==> config.mk <==
export PLATFORM = sky130hd
export DESIGN_NAME = tpg_top
export DESIGN_NICKNAME = d
export VERILOG_FILES = /design/src/tpg_pkg.sv /design/src/tpg_lfsr.sv /design/src/tpg_top.sv
export VERILOG_INCLUDE_DIRS = /design/src /design/src/src
export SDC_FILE = /design/constraint.sdc
export NUM_CORES = 1
export LEC_CHECK = 0
export ABC_AREA = 1
export BUFFER_PORTS_ARGS = -buffer_cell sky130_fd_sc_hd__clkbuf_2
export CAP_MARGIN = 20
export CORE_AREA = 2 2 150 152
export CTS_CLUSTER_DIAMETER = 30
export CTS_CLUSTER_SIZE = 28
export DETAILED_ROUTE_END_ITERATION = 16
export DIE_AREA = 0 0 152 154
export PLACE_DENSITY_LB_ADDON = 0.12
export SLEW_MARGIN = 5
export SYNTH_ARGS = -nofsm -noshare
export SYNTH_HDL_FRONTEND = slang
export SYNTH_SLANG_ARGS = --single-unit
==> constraint.sdc <==
create_clock -name I_MCLK -period 7.9 [get_ports I_MCLK]
set_clock_uncertainty 0.15 [all_clocks]
set_input_delay 0.79 -clock I_MCLK [delete_from_list [all_inputs] [get_ports I_MCLK]]
set_output_delay 0.79 -clock I_MCLK [all_outputs]
set_load 0.02 [all_outputs]
==> src/tpg_regs.svh <==
// register offsets, reset values and counts of the test pattern unit
// assumes inclusion by bare name from the design files and the bench
`ifndef TPG_REGS_SVH
`define TPG_REGS_SVH

// register offsets
`define TPG_CTRL_ADDR    8'h08
`define TPG_ROUTE_ADDR   8'h09
`define TPG_STAT_ADDR    8'h0a

// reset values (none documented, all cleared)
`define TPG_CTRL_RST     8'h00
`define TPG_ROUTE_RST    8'h00
`define TPG_RDATA_NONE   8'h00

// sync and error counting
`define TPG_SYNC_MATCHES 6'h20
`define TPG_LOSS_MISSES  4'h8
`define TPG_ERR_MAX      7'h7f

// framing: bit positions in a frame, multiframe length, framing words
`define TPG_DS1_LAST     8'hc0
`define TPG_E1_LAST      8'hff
`define TPG_E1_OVH_BITS  8'h08
`define TPG_E1_MSB       3'h7
`define TPG_SF_LAST      4'hb
`define TPG_SF_PATTERN   12'h8dc
`define TPG_E1_FAS       8'h9b
`define TPG_E1_NFAS      8'hdf

// drop source code that selects the test pattern
`define TPG_TRIB_INSERT  5'h1f

// sequence generator taps (stage numbers), seed and zero limit window
`define TPG_TAP15_A      14
`define TPG_TAP15_B      13
`define TPG_TAP20_A      19
`define TPG_TAP20_B      2
`define TPG_TAP23_A      22
`define TPG_TAP23_B      17
`define TPG_TAPQR_A      19
`define TPG_TAPQR_B      16
`define TPG_LFSR_SEED    23'h7fffff
`define TPG_QRSS_ZMASK   23'h003fff

`endif

==> src/tpg_pkg.sv <==
// types shared by the test pattern unit
// assumes nothing beyond a SystemVerilog compiler
package tpg_pkg;

	// sequence select code, shared by generator and detector
	typedef enum logic [1:0] {
		SEQ_P15  = 2'b00,
		SEQ_P20  = 2'b01,
		SEQ_P23  = 2'b10,
		SEQ_QRSS = 2'b11
	} tpg_seq_e;

	// detector sync state
	typedef enum logic {
		SYNC_HUNT = 1'b0,
		SYNC_LOCK = 1'b1
	} tpg_sync_e;

	// control register layout, bit 7 first
	typedef struct packed {
		logic     error_count_clear;
		logic     det_framed_en;
		tpg_seq_e det_sequence_sel;
		logic     single_error_inject;
		logic     gen_framed_en;
		tpg_seq_e gen_sequence_sel;
	} tpg_ctrl_s;

	// routing register layout, bit 7 first
	typedef struct packed {
		logic       framing_format_sel;
		logic       sequence_invert;
		logic       insert_direction_sel;
		logic [4:0] insert_tributary_sel;
	} tpg_route_s;

	// status register layout, bit 7 first
	typedef struct packed {
		logic       det_out_of_sync;
		logic [6:0] det_error_count;
	} tpg_stat_s;

	// one tributary bit with its strobe
	typedef struct packed {
		logic data;
		logic stb;
	} tpg_trib_s;

	typedef logic [4:0] tpg_srcsel_t;

endpackage

==> src/tpg_lfsr.sv <==
// shift register sequence source for the four test sequences
// assumes strobes from logic on the same clock
`timescale 1ns/1ps
`include "tpg_regs.svh"

module tpg_lfsr (
	input  wire logic             i_clk,
	input  wire logic             i_reset_n,
	input  wire logic             i_adv,
	input  wire logic             i_load,
	input  wire logic             i_load_bit,
	input  wire tpg_pkg::tpg_seq_e i_sel,
	output logic                  o_bit
);
	import tpg_pkg::*;

	logic [22:0] s_r;
	logic [22:0] s_nxt;
	logic        fb;
	logic        zero_run;

	// feedback per sequence; newest bit sits in stage 0
	assign fb = (i_sel == SEQ_P15)  ? s_r[`TPG_TAP15_A] ^ s_r[`TPG_TAP15_B] :
	            (i_sel == SEQ_P20)  ? s_r[`TPG_TAP20_A] ^ s_r[`TPG_TAP20_B] :
	            (i_sel == SEQ_P23)  ? s_r[`TPG_TAP23_A] ^ s_r[`TPG_TAP23_B] :
	                                  s_r[`TPG_TAPQR_A] ^ s_r[`TPG_TAPQR_B];
	// quasi-random: force a one after fourteen zeros
	assign zero_run = (s_r & `TPG_QRSS_ZMASK) == 23'h000000;
	assign o_bit    = fb | ((i_sel == SEQ_QRSS) & zero_run);
	// load takes received bits while hunting, else free run
	assign s_nxt    = {s_r[21:0], i_load ? i_load_bit : fb};

	// state update on each advance
	always_ff @(posedge i_clk or negedge i_reset_n) begin
		if (!i_reset_n) begin
			s_r <= `TPG_LFSR_SEED;
		end else if (i_adv) begin
			s_r <= s_nxt;
		end
	end

endmodule

==> src/tpg_top.sv <==
// test pattern generator and detector for the tributary data paths
// assumes tributary strobes and data come from logic on I_MCLK
`timescale 1ns/1ps
`include "tpg_regs.svh"

module tpg_top #(
	parameter int N_TRIB = 28
) (
	input  wire logic                I_MCLK,
	input  wire logic                I_RESET_N,
	input  wire logic [7:0]          I_REG_ADDR,
	input  wire logic                I_REG_WR,
	input  wire logic [7:0]          I_REG_WDATA,
	output logic [7:0]               O_REG_RDATA,
	input  wire tpg_pkg::tpg_trib_s  I_TX_IN [N_TRIB],
	output tpg_pkg::tpg_trib_s       O_TX_OUT [N_TRIB],
	input  wire tpg_pkg::tpg_trib_s  I_RX_IN [N_TRIB],
	output tpg_pkg::tpg_trib_s       O_RX_OUT [N_TRIB],
	input  wire tpg_pkg::tpg_srcsel_t I_TRIB_SRC_SEL [N_TRIB]
);
	import tpg_pkg::*;

	localparam logic [4:0] NT5 = 5'(N_TRIB);
	// superframe framing word, indexed by frame number in the multiframe
	localparam logic [11:0] SF_WORD = `TPG_SF_PATTERN;

	// refuse a tributary count outside 1 to 28, though the five-bit selector reaches 31
	if (N_TRIB < 1 || N_TRIB > 28) begin : g_bad_ntrib
		$error("tpg_top: N_TRIB must be 1 to 28");
	end

	// registers
	tpg_ctrl_s   ctrl_r;
	tpg_route_s  route_r;
	logic [7:0]  rdata_r;
	logic        clr_d_r;
	logic        inj_d_r;
	logic        inj_pend_r;
	logic [7:0]  gen_pos_r;
	logic [3:0]  gen_mf_r;
	logic [7:0]  det_pos_r;
	tpg_sync_e   sync_r;
	logic [5:0]  mcnt_r;
	logic [3:0]  miss_r;
	logic [6:0]  err_r;

	// decoded and selected signals
	logic              ctrl_wr;
	logic              route_wr;
	logic [7:0]        rdata_nxt;
	logic              clr_edge;
	logic              inj_edge;
	logic              trib_ok;
	logic [4:0]        trib_idx;
	logic [N_TRIB-1:0] tx_hit;
	logic [N_TRIB-1:0] rx_hit;
	logic [N_TRIB-1:0] tx_stb_v;
	logic [N_TRIB-1:0] rx_stb_v;
	logic [N_TRIB-1:0] tx_dat_v;
	logic [N_TRIB-1:0] rx_dat_v;
	logic              mon_stb;
	logic              mon_data;
	logic              gen_adv;
	logic              gen_ovh;
	logic              gen_last;
	logic              gen_fbit;
	logic [7:0]        e1_word;
	logic              lfsr_bit;
	logic              gen_bit;
	logic              rcv_bit;
	logic              det_ovh;
	logic              det_last;
	logic              det_take;
	logic              exp_bit;
	logic              det_match;
	logic              det_hunt;
	logic              mcnt_done;
	logic              miss_done;
	logic              det_slip;
	logic              err_full;

	// register port decode and read selection
	assign ctrl_wr   = I_REG_WR && (I_REG_ADDR == `TPG_CTRL_ADDR);
	assign route_wr  = I_REG_WR && (I_REG_ADDR == `TPG_ROUTE_ADDR);
	assign rdata_nxt = (I_REG_ADDR == `TPG_CTRL_ADDR)  ? ctrl_r :
	                   (I_REG_ADDR == `TPG_ROUTE_ADDR) ? route_r :
	                   (I_REG_ADDR == `TPG_STAT_ADDR)  ?
	                   {sync_r == SYNC_HUNT, err_r} : `TPG_RDATA_NONE;
	assign O_REG_RDATA = rdata_r;

	// control and routing registers, read data register
	always_ff @(posedge I_MCLK or negedge I_RESET_N) begin
		if (!I_RESET_N) begin
			ctrl_r  <= tpg_ctrl_s'(`TPG_CTRL_RST);
			route_r <= tpg_route_s'(`TPG_ROUTE_RST);
			rdata_r <= `TPG_RDATA_NONE;
			clr_d_r <= 1'b0;
			inj_d_r <= 1'b0;
		end else begin
			if (ctrl_wr) begin
				ctrl_r <= tpg_ctrl_s'(I_REG_WDATA);
			end
			if (route_wr) begin
				route_r <= tpg_route_s'(I_REG_WDATA);
			end
			rdata_r <= rdata_nxt;
			clr_d_r <= ctrl_r.error_count_clear;
			inj_d_r <= ctrl_r.single_error_inject;
		end
	end

	// rising edges of the clear and inject bits
	assign clr_edge = ctrl_r.error_count_clear & ~clr_d_r;
	assign inj_edge = ctrl_r.single_error_inject & ~inj_d_r;

	// tributary number 1..N_TRIB names a path, others name none
	assign trib_ok  = (route_r.insert_tributary_sel != 5'h00) &&
	                  (route_r.insert_tributary_sel <= NT5);
	assign trib_idx = route_r.insert_tributary_sel - 5'h01;

	// per tributary selection and registered substitution
	for (genvar i = 0; i < N_TRIB; i++) begin : g_trib
		assign tx_hit[i]   = trib_ok && (trib_idx == 5'(i)) &&
		                     !route_r.insert_direction_sel;
		assign rx_hit[i]   = trib_ok && (trib_idx == 5'(i)) &&
		                     route_r.insert_direction_sel;
		assign tx_stb_v[i] = I_TX_IN[i].stb;
		assign rx_stb_v[i] = I_RX_IN[i].stb;
		assign tx_dat_v[i] = I_TX_IN[i].data;
		assign rx_dat_v[i] = I_RX_IN[i].data;

		// pattern replaces the chosen path or a pattern-sourced drop
		always_ff @(posedge I_MCLK or negedge I_RESET_N) begin
			if (!I_RESET_N) begin
				O_TX_OUT[i] <= '0;
				O_RX_OUT[i] <= '0;
			end else begin
				O_TX_OUT[i].stb  <= I_TX_IN[i].stb;
				O_TX_OUT[i].data <= tx_hit[i] ? gen_bit
				                    : I_TX_IN[i].data;
				O_RX_OUT[i].stb  <= I_RX_IN[i].stb;
				O_RX_OUT[i].data <= (rx_hit[i] ||
				   I_TRIB_SRC_SEL[i] == `TPG_TRIB_INSERT) ? gen_bit
				   : I_RX_IN[i].data;
			end
		end
	end

	// monitored path: bits from before substitution
	assign mon_stb  = |(tx_hit & tx_stb_v) | |(rx_hit & rx_stb_v);
	assign mon_data = |(tx_hit & tx_stb_v & tx_dat_v) |
	                  |(rx_hit & rx_stb_v & rx_dat_v);
	assign gen_adv  = mon_stb;

	// framing positions: one bit per DS1 frame, eight bits per E1 frame
	function automatic logic ovh_f(input logic ds1, input logic [7:0] pos);
		ovh_f = ds1 ? (pos == 8'h00) : (pos < `TPG_E1_OVH_BITS);
	endfunction

	function automatic logic last_f(input logic ds1, input logic [7:0] pos);
		last_f = ds1 ? (pos == `TPG_DS1_LAST) : (pos == `TPG_E1_LAST);
	endfunction

	// generator framing bit selection
	assign gen_ovh  = ctrl_r.gen_framed_en &&
	                  ovh_f(route_r.framing_format_sel, gen_pos_r);
	assign gen_last = last_f(route_r.framing_format_sel, gen_pos_r);
	assign e1_word  = gen_mf_r[0] ? `TPG_E1_NFAS : `TPG_E1_FAS;
	assign gen_fbit = route_r.framing_format_sel
	                  ? SF_WORD[`TPG_SF_LAST - gen_mf_r]
	                  : e1_word[`TPG_E1_MSB - gen_pos_r[2:0]];

	// generator sequence source
	tpg_lfsr u_gen (
		.i_clk      (I_MCLK),
		.i_reset_n  (I_RESET_N),
		.i_adv      (gen_adv && !gen_ovh),
		.i_load     (1'b0),
		.i_load_bit (1'b0),
		.i_sel      (ctrl_r.gen_sequence_sel),
		.o_bit      (lfsr_bit)
	);

	// pattern bit: framing, or sequence with inversion and one error
	assign gen_bit = gen_ovh ? gen_fbit
	                 : lfsr_bit ^ route_r.sequence_invert
	                   ^ inj_pend_r;

	// generator frame counters and pending error
	always_ff @(posedge I_MCLK or negedge I_RESET_N) begin
		if (!I_RESET_N) begin
			gen_pos_r  <= 8'h00;
			gen_mf_r   <= 4'h0;
			inj_pend_r <= 1'b0;
		end else begin
			if (gen_adv) begin
				gen_pos_r <= gen_last ? 8'h00 : gen_pos_r + 8'h01;
				if (gen_last) begin
					gen_mf_r <= (gen_mf_r == `TPG_SF_LAST) ? 4'h0
					            : gen_mf_r + 4'h1;
				end
			end
			// set wins over consumption in the same cycle
			inj_pend_r <= inj_edge |
			              (inj_pend_r & ~(gen_adv & ~gen_ovh));
		end
	end

	// detector input and framing skip
	assign rcv_bit  = mon_data ^ route_r.sequence_invert;
	assign det_ovh  = ctrl_r.det_framed_en &&
	                  ovh_f(route_r.framing_format_sel, det_pos_r);
	assign det_last = last_f(route_r.framing_format_sel, det_pos_r);
	assign det_take = mon_stb && !det_ovh;
	assign det_hunt = (sync_r == SYNC_HUNT);

	// reference: fed with received bits while hunting, free when locked
	tpg_lfsr u_ref (
		.i_clk      (I_MCLK),
		.i_reset_n  (I_RESET_N),
		.i_adv      (det_take),
		.i_load     (det_hunt),
		.i_load_bit (rcv_bit),
		.i_sel      (ctrl_r.det_sequence_sel),
		.o_bit      (exp_bit)
	);

	assign det_match = (exp_bit == rcv_bit);
	assign mcnt_done = (mcnt_r == `TPG_SYNC_MATCHES - 6'h01);
	assign miss_done = (miss_r == `TPG_LOSS_MISSES - 4'h1);
	assign err_full  = (err_r == `TPG_ERR_MAX);
	// framed hunt slips one bit on a mismatch to find the frame
	assign det_slip  = det_hunt && det_take && !det_match &&
	                   ctrl_r.det_framed_en;

	// detector frame position
	always_ff @(posedge I_MCLK or negedge I_RESET_N) begin
		if (!I_RESET_N) begin
			det_pos_r <= 8'h00;
		end else if (mon_stb && !det_slip) begin
			det_pos_r <= det_last ? 8'h00 : det_pos_r + 8'h01;
		end
	end

	// sync state machine with match and miss counters
	always_ff @(posedge I_MCLK or negedge I_RESET_N) begin
		if (!I_RESET_N) begin
			sync_r <= SYNC_HUNT;
			mcnt_r <= 6'h00;
			miss_r <= 4'h0;
		end else if (det_take) begin
			unique case (sync_r)
				SYNC_HUNT: begin
					miss_r <= 4'h0;
					if (!det_match) begin
						mcnt_r <= 6'h00;
					end else if (mcnt_done) begin
						mcnt_r <= 6'h00;
						sync_r <= SYNC_LOCK;
					end else begin
						mcnt_r <= mcnt_r + 6'h01;
					end
				end
				SYNC_LOCK: begin
					mcnt_r <= 6'h00;
					if (det_match) begin
						miss_r <= 4'h0;
					end else if (miss_done) begin
						miss_r <= 4'h0;
						sync_r <= SYNC_HUNT;
					end else begin
						miss_r <= miss_r + 4'h1;
					end
				end
			endcase
		end
	end

	// saturating error counter, clear edge has priority
	always_ff @(posedge I_MCLK or negedge I_RESET_N) begin
		if (!I_RESET_N) begin
			err_r <= 7'h00;
		end else if (clr_edge) begin
			err_r <= 7'h00;
		end else if (!det_hunt && det_take && !det_match && !err_full) begin
			err_r <= err_r + 7'h01;
		end
	end
endmodule

---- After elaboration in Yosys (flattened, before gate mapping) ----
Memories as Yosys holds them, arrays and structs flattened.
Index checks and enable logic that the tools add are counted.
cells by class
  multiplexer cells ....................... 92
  bitwise operators ....................... 31
  add/sub/neg operators ................... 9
  eq/ne operators ......................... 73
  reduce and logical (&&, ||, !) cells .... 146
  order comparisons ....................... 5
operator list
  kind                   count
  $eq A5 B5 Y1 const B   40
  $and A28 B28 Y28       4
  $reduce_or A28 Y1      4
  $logic_and A1 B1 Y1    98
  $mux W1                75
  $logic_not A23 Y1      2
  $eq A5 B4 Y1 const B   8
  $mux W8                5
  $eq A8 B8 Y1 const B   4
  $logic_or A1 B1 Y1     28
  $eq A8 B4 Y1 const B   3
  $mux W7                3
  $eq A5 B3 Y1 const B   4
  $add A8 B1 Y8 const B  2
  $logic_not A8 Y1       2
  $lt A8 B4 Y1 const B   2
  $mux W4                3
  $mux W6                2
  $pmux W6 S2            1
  $xor A1 B1 Y1          11
  $eq A5 B2 Y1 const B   2
  $add A4 B1 Y4 const B  2
  $eq A2 B2 Y1 const B   4
  $pmux W4 S2            1
  other kinds (26)       46
storage, ports and cells
  bits in read-only memories .............. 16
  logic and storage cells ................. 492
  bits of input ports ..................... 271
  register bits ........................... 223
  output and inout port bits .............. 120
  memories kept ........................... 1
memories
  name              words  width  rd ports  clocked after memory_dff  write ports  line            source
  (name not given)  16     1      1         0                         0            tpg_top.sv:170  ? SF_WORD[`TPG_SF_LAST - gen_mf_r]

---- Depth between registers and ports, before layout ----
  depth after elaboration ................. 15
  gate-level depth with buffers ........... 23
  depth with buffers taken out ............ 22

---- By module ----
A second synthesis with hierarchy kept.
unflattened totals
  cells, all modules ...................... 1339
  area total of the unflattened synthesis .. 10880.4 um^2
modules (own cells, without submodules)
  module    area an instance (um^2)  instances  sequential area each (um^2)  cells an instance
  tpg_top   8838.5                   1          4429.2                       1097
  tpg_lfsr  1021.0                   2          604.3                        121

---- Worst setup path before layout ----
OpenSTA, ideal clock, no wires.
  path kind ............................... in2reg
  start point ............................. in I_REG_ADDR[5]
  end point ............................... reg ctrl_r[0] (netlist bit)
  stages on the path ...................... 6
  data required time ...................... 7.619 ns
  path slack .............................. 5.325 ns
  setup time .............................. 0.131 ns
  data arrival time ....................... 2.294 ns
  path buffers ............................ 1
  cell sequence ........................... or4_1 nor4_2 nand2_1 clkbuf_1 nand2_1 o21ai_0
on the way
  longest elaborated chain between the ends .. 2
ends and longest elaborated chain
  element                        line            source
  start: declaration             tpg_top.sv:11   input wire logic [7:0] I_REG_ADDR,
  $eq A8 B4 Y1 (no source line)  --
  $logic_and A1 B1 Y1            tpg_top.sv:83   assign ctrl_wr = I_REG_WR && (I_REG_ADDR == `TPG_CTRL_ADDR);
  end signal: assignment         tpg_top.sv:94   ctrl_r <= tpg_ctrl_s'(`TPG_CTRL_RST);
  end signal: assignment         tpg_top.sv:101  ctrl_r <= tpg_ctrl_s'(I_REG_WDATA);
  end: declaration               tpg_top.sv:33   tpg_ctrl_s ctrl_r;
No other way between the ends.
A chain may end at the register's enable or synchronous reset.

---- Worst setup path after layout ----
  start point ............................. reg route_r[1] (netlist bit)
  end point ............................... reg det_pos_r[1]
on the way
  longest elaborated chain between the ends .. 15
  elaborated cells on any way between the ends .. 135
  classes of those cells .................. add/sub (1); order compare (1); eq/ne (28); bitwise (7); reduce/logical (98)
ends and longest elaborated chain
  element                                      line                                            source
  start: declaration                           tpg_top.sv:34                                   tpg_route_s route_r;
  start signal: assignment                     tpg_top.sv:95                                   route_r <= tpg_route_s'(`TPG_ROUTE_RST);
  start signal: assignment                     tpg_top.sv:104                                  route_r <= tpg_route_s'(I_REG_WDATA);
  $sub A5 B1 Y5, or another cell as far along  tpg_top.sv:119                                  assign trib_idx = route_r.insert_tributary_sel - 5'h01;
  $eq A5 B1 Y1, or another cell as far along   tpg_top.sv:123, tpg_top.sv:125
  $logic_and A1 B1 Y1                          tpg_top.sv:123, tpg_top.sv:125
  $logic_and A1 B1 Y1 (on tied branches)       tpg_top.sv:123, tpg_top.sv:125
  $and A28 B28 Y28 (on tied branches)          tpg_top.sv:150, tpg_top.sv:151, tpg_top.sv:152
  $and A28 B28 Y28 (on tied branches)          tpg_top.sv:151, tpg_top.sv:152
  $reduce_or A28 Y1 (on tied branches)         tpg_top.sv:151, tpg_top.sv:152
  $or A1 B1 Y1                                 tpg_top.sv:152                                  |(rx_hit & rx_stb_v & rx_dat_v);
  $xor A1 B1 Y1                                tpg_top.sv:210                                  assign rcv_bit = mon_data ^ route_r.sequence_invert;
  $eq A1 B1 Y1                                 tpg_top.sv:228                                  assign det_match = (exp_bit == rcv_bit);
  $logic_not A1 Y1                             tpg_top.sv:233                                  assign det_slip = det_hunt && det_take && !det_match &&
  $logic_and A1 B1 Y1 (2 in a row)             tpg_top.sv:233
  $logic_not A1 Y1                             tpg_top.sv:240                                  end else if (mon_stb && !det_slip) begin
  $logic_and A1 B1 Y1 *                        tpg_top.sv:240
  end signal: assignment                       tpg_top.sv:241                                  det_pos_r <= det_last ? 8'h00 : det_pos_r + 8'h01;
  end: declaration                             tpg_top.sv:41                                   logic [7:0] det_pos_r;
Every way passes the cells marked *; elsewhere a longest branch is shown, timed or not.

==> results.yml <==
die:
  core_area_mm2: 0.0217
  fp-row-count: 54
  die_w_um: 152
  io_pins: 391
  dieArea_mm2: 0.0234
  start_util: 0.503
  die_h_um: 154
power:
  ir_drop_mv: 0.261
  p_total_mw: 4.05
  p_per_area_mw_per_mm2: 276
  p_leak_nw: 7.61
synthesis:
  synth_cell_types: 45
  synth_area_leader_cell: "dfrtp_1"
  synthTopCellsByCount: "nand2_1 (280), dfrtp_1 (177), nor2_1 (158)"
  synthMuxAreaShare: 0
  ys_seq_area_frac: 0.517
  synth_edf_count: 0
  netlist.area_leader.share: 0.406
  synthAdderAreaFrac: 0.0126
  syn-cell-area_mm2: 0.0109
  synth-simple-area-share: 0.285
  yosys_warnings: 0
  yosys-top-cells-area: "dfrtp_1 (41%), dfstp_2 (11%), nand2_1 (9.6%), nor2_1 (5.4%), nand3_1 (5.1%)"
  synth_cells: 1320
  synth_top_family_by_area: "simple AND/OR/NAND/NOR gates"
  synth.net_count: 1602
  async_flop_share: 1.00
  ys.flop_type: "dfrtp_1"
  synth-compound-area-share: 0.0976
  ys_ff_latch: 223
  syn_avg_cell_area_um2: 8.26
  synth_xor_area_frac: 0.0137
  synth.most_common_cell: "nand2_1"
grt:
  grt-ovfl-total: 0
  grt_max_degree: 77
  grt_pass1_vias: 10500
  antenna_found_initial: 3
  track_usage: 0.310
  grt_pass1_wl_mm: 56.8
final_layout:
  post_route_cells_drive_above_1_share: 0.322
  finalNonFillerCells: 2041
  fin_nets: 2003
  syn_to_final_growth_pct: 34.5
  fillers: 1832
  utilization: 0.676
timing:
  slew_headroom: 0.345
  max_freq_mhz: 254
  fin_crit_ns: 3.94
  setup_viol: 0
  hold_viol: 0
  finalCritPeriodShare: 0.499
  drv_slew: 0
  setup_tns_ns: 0
  rsz0062_at_grt: "no"
  worst_pin_slew_ns: 0.982
routing:
  drt_first_pass_iters: 7
  wl_per_cell_um: 18.2
  wl_met1_mm: 15.1
  drc: 0
  wl_met2_mm: 18.2
  routed-wl-met3_mm: 2.49
  viasPerCell: 5.30
  top_layer: "met4"
  routed_wirelength_mm: 37.2
  vias: 10800
  drtIter0Drc: 793
  final_antenna_net_count: 0
clock_network:
  cts_hold_buf: 0
  cts_max_level: 2
  clk_path_buf_depth: 3
  cts_resized: 0
  worstSkewPairLatency_ns: 0.53
  cts_setup_buffers: 0
  cts.clk_slew.worst_paths_ns: 0.05
  root_buffer: "clkbuf_16"
  cts_buffers: 47
  numClockSinks: 223
  tritoncts: "done"
critical_path:
  crit_arrival_ns: 4.19
  start_kind: "register"
  r2r-end: "det_pos_r[1]$_DFFE_PN0P_"
  crit_chain: "nor2_4 > nand3_2 > nand2_2 > buf_4 > nor2_1 > nand3_1 > o21ai_0 > nor3_1 > nand3_1 > nor2_1 > nand2_2 > nand2_8 > nor2_8 > inv_2 > nor2_8 > nand2_8 > nand2_4 > nand2_1 > nand2_1"
  end_kind: "register"
  max_stage_delay_ns: 0.53
  critical_path.max_fanout: 61
  cp.required_ns: 8.15
  reg2reg_depth: 19
  critPathKind: "reg -> reg"
  rr_startpoint: "route_r[1]$_DFFE_PN0P_"
  crit_slowest_cell: "buf_4"
  r2r_setup_slack_ns: 3.96
place:
  gp_congestion: 0.929
  dpl.cell_count: 1951
  place_hpwl_mm: 28.3
  port_buffers: 390
min_path:
  worstHoldPathType: "in -> async"
job:
  drv_cap: 0
run_status:
  status: "finished clean"
-- how the worst max path moves through the flow --
stage | cells past startpoint | end | slack [ns] | from
floorplan | 6 | ctrl_r[0]$_DFFE_PN0P_ | 5.33 | I_REG_ADDR[5]
global placement | 15 | inj_pend_r$_DFF_PN0_ | 3.58 | route_r[1]$_DFFE_PN0P_
global route | 17 | u_gen.s_r[17]$_DFFE_PN1P_ | 3.58 | route_r[1]$_DFFE_PN0P_
detailed placement | 15 | inj_pend_r$_DFF_PN0_ | 3.43 | route_r[1]$_DFFE_PN0P_
CTS | 15 | inj_pend_r$_DFF_PN0_ | 3.39 | route_r[1]$_DFFE_PN0P_
finish | 19 | det_pos_r[1]$_DFFE_PN0P_ | 3.96 | route_r[1]$_DFFE_PN0P_
-- area by class of cell --
class	count	area (um^2)	area share
antenna	2	5.00	0.000341
clock buffer	58	1300	0.0887
clock inverter	29	295	0.0201
inverter	153	577	0.0393
multi-input combinational	899	4470	0.305
sequential	223	5640	0.385
tap	280	350	0.0239
timing repair buffer	397	2020	0.138
-- cell families after synthesis --
| kind of cell | after synthesis |
|---|---|
| flip-flops | 223 |
| adder cells (fa/ha/maj) | 11 |
| AO/OA/AOI/OAI | 197 |
| buffers and inverters | 198 |
| AND/OR/NAND/NOR | 674 |
| XOR/XNOR | 17 |
-- worst max-delay path, delay by kind of cell, from the launching register on --
kind	cells	cell delay, ns
simple gates	16	2.33
buf+inv	2	0.68
flops	1	0.52
compound gates	1	0.11
-- where the power goes --
| part | switching, mW | total (mW) | internal [mW] |
|---|---|---|---|
| clock network | 0.665 | 1.95 | 1.28 |
| registers | 0.0982 | 1.43 | 1.33 |
| logic | 0.460 | 0.677 | 0.217 |
| total | 1.22 | 4.05 | 2.83 |
-- through the flow --
step,hold slack [ns],instance area [um^2],setup WS (ns)
floorplan,0.224,10900,5.33
global placement,0.237,13000,3.58
detailed placement,0.235,13000,3.43
CTS,0.0906,14600,3.39
global route,0.103,14700,3.58
finish,0.0605,14700,3.96
-- cell usage in the layout, fill, tap and decap left out, types with 5 or more instances in the layout --
| master | synthesis | routed |
|---|---|---|
| clkinvlp_4 | 0 | 7 |
| clkinv_4 | 0 | 5 |
| clkbuf_2 | 0 | 389 |
| ha_1 | 11 | 11 |
| xor2_1 | 14 | 14 |
| inv_1 | 145 | 145 |
| nand3_1 | 111 | 111 |
| clkbuf_16 | 0 | 49 |
| dfrtp_1 | 177 | 176 |
| clkbuf_1 | 21 | 5 |
| nor2_1 | 158 | 158 |
| o22ai_1 | 10 | 10 |
| nand4_1 | 66 | 66 |
| nor3_2 | 5 | 5 |
| o21ai_0 | 101 | 101 |
| buf_4 | 0 | 6 |
| a221oi_1 | 7 | 7 |
| inv_6 | 0 | 7 |
| a21oi_1 | 56 | 55 |
| dfstp_2 | 46 | 46 |
| nor4_1 | 8 | 7 |
| inv_2 | 7 | 7 |
| nand2_1 | 280 | 280 |
| clkinv_2 | 0 | 5 |
| o21ai_1 | 10 | 10 |
| nor3_1 | 17 | 17 |
-- flip-flops by register name, indices dropped and copies added, names as in the netlist --
name,count
det_pos_r,8
mcnt_r,6
miss_r,4
u_gen.s_r,23
gen_pos_r,8
inj_d_r,1
inj_pend_r,1
O_REG_RDATA,8
clr_d_r,1
ctrl_r,8
O_RX_OUT,56
err_r,7
gen_mf_r,4
u_ref.s_r,23
sync_r,1
route_r,8
O_TX_OUT,56
-- layer usage --
layer | up-vias | track usage
met5 | - | 0
met4 | 0 | 0.127
met3 | 77 | 0.0600
met2 | 419 | 0.517
met1 | 5135 | 0.398
li1 | 5181 | -
Power figures use the tool's default switching activity.
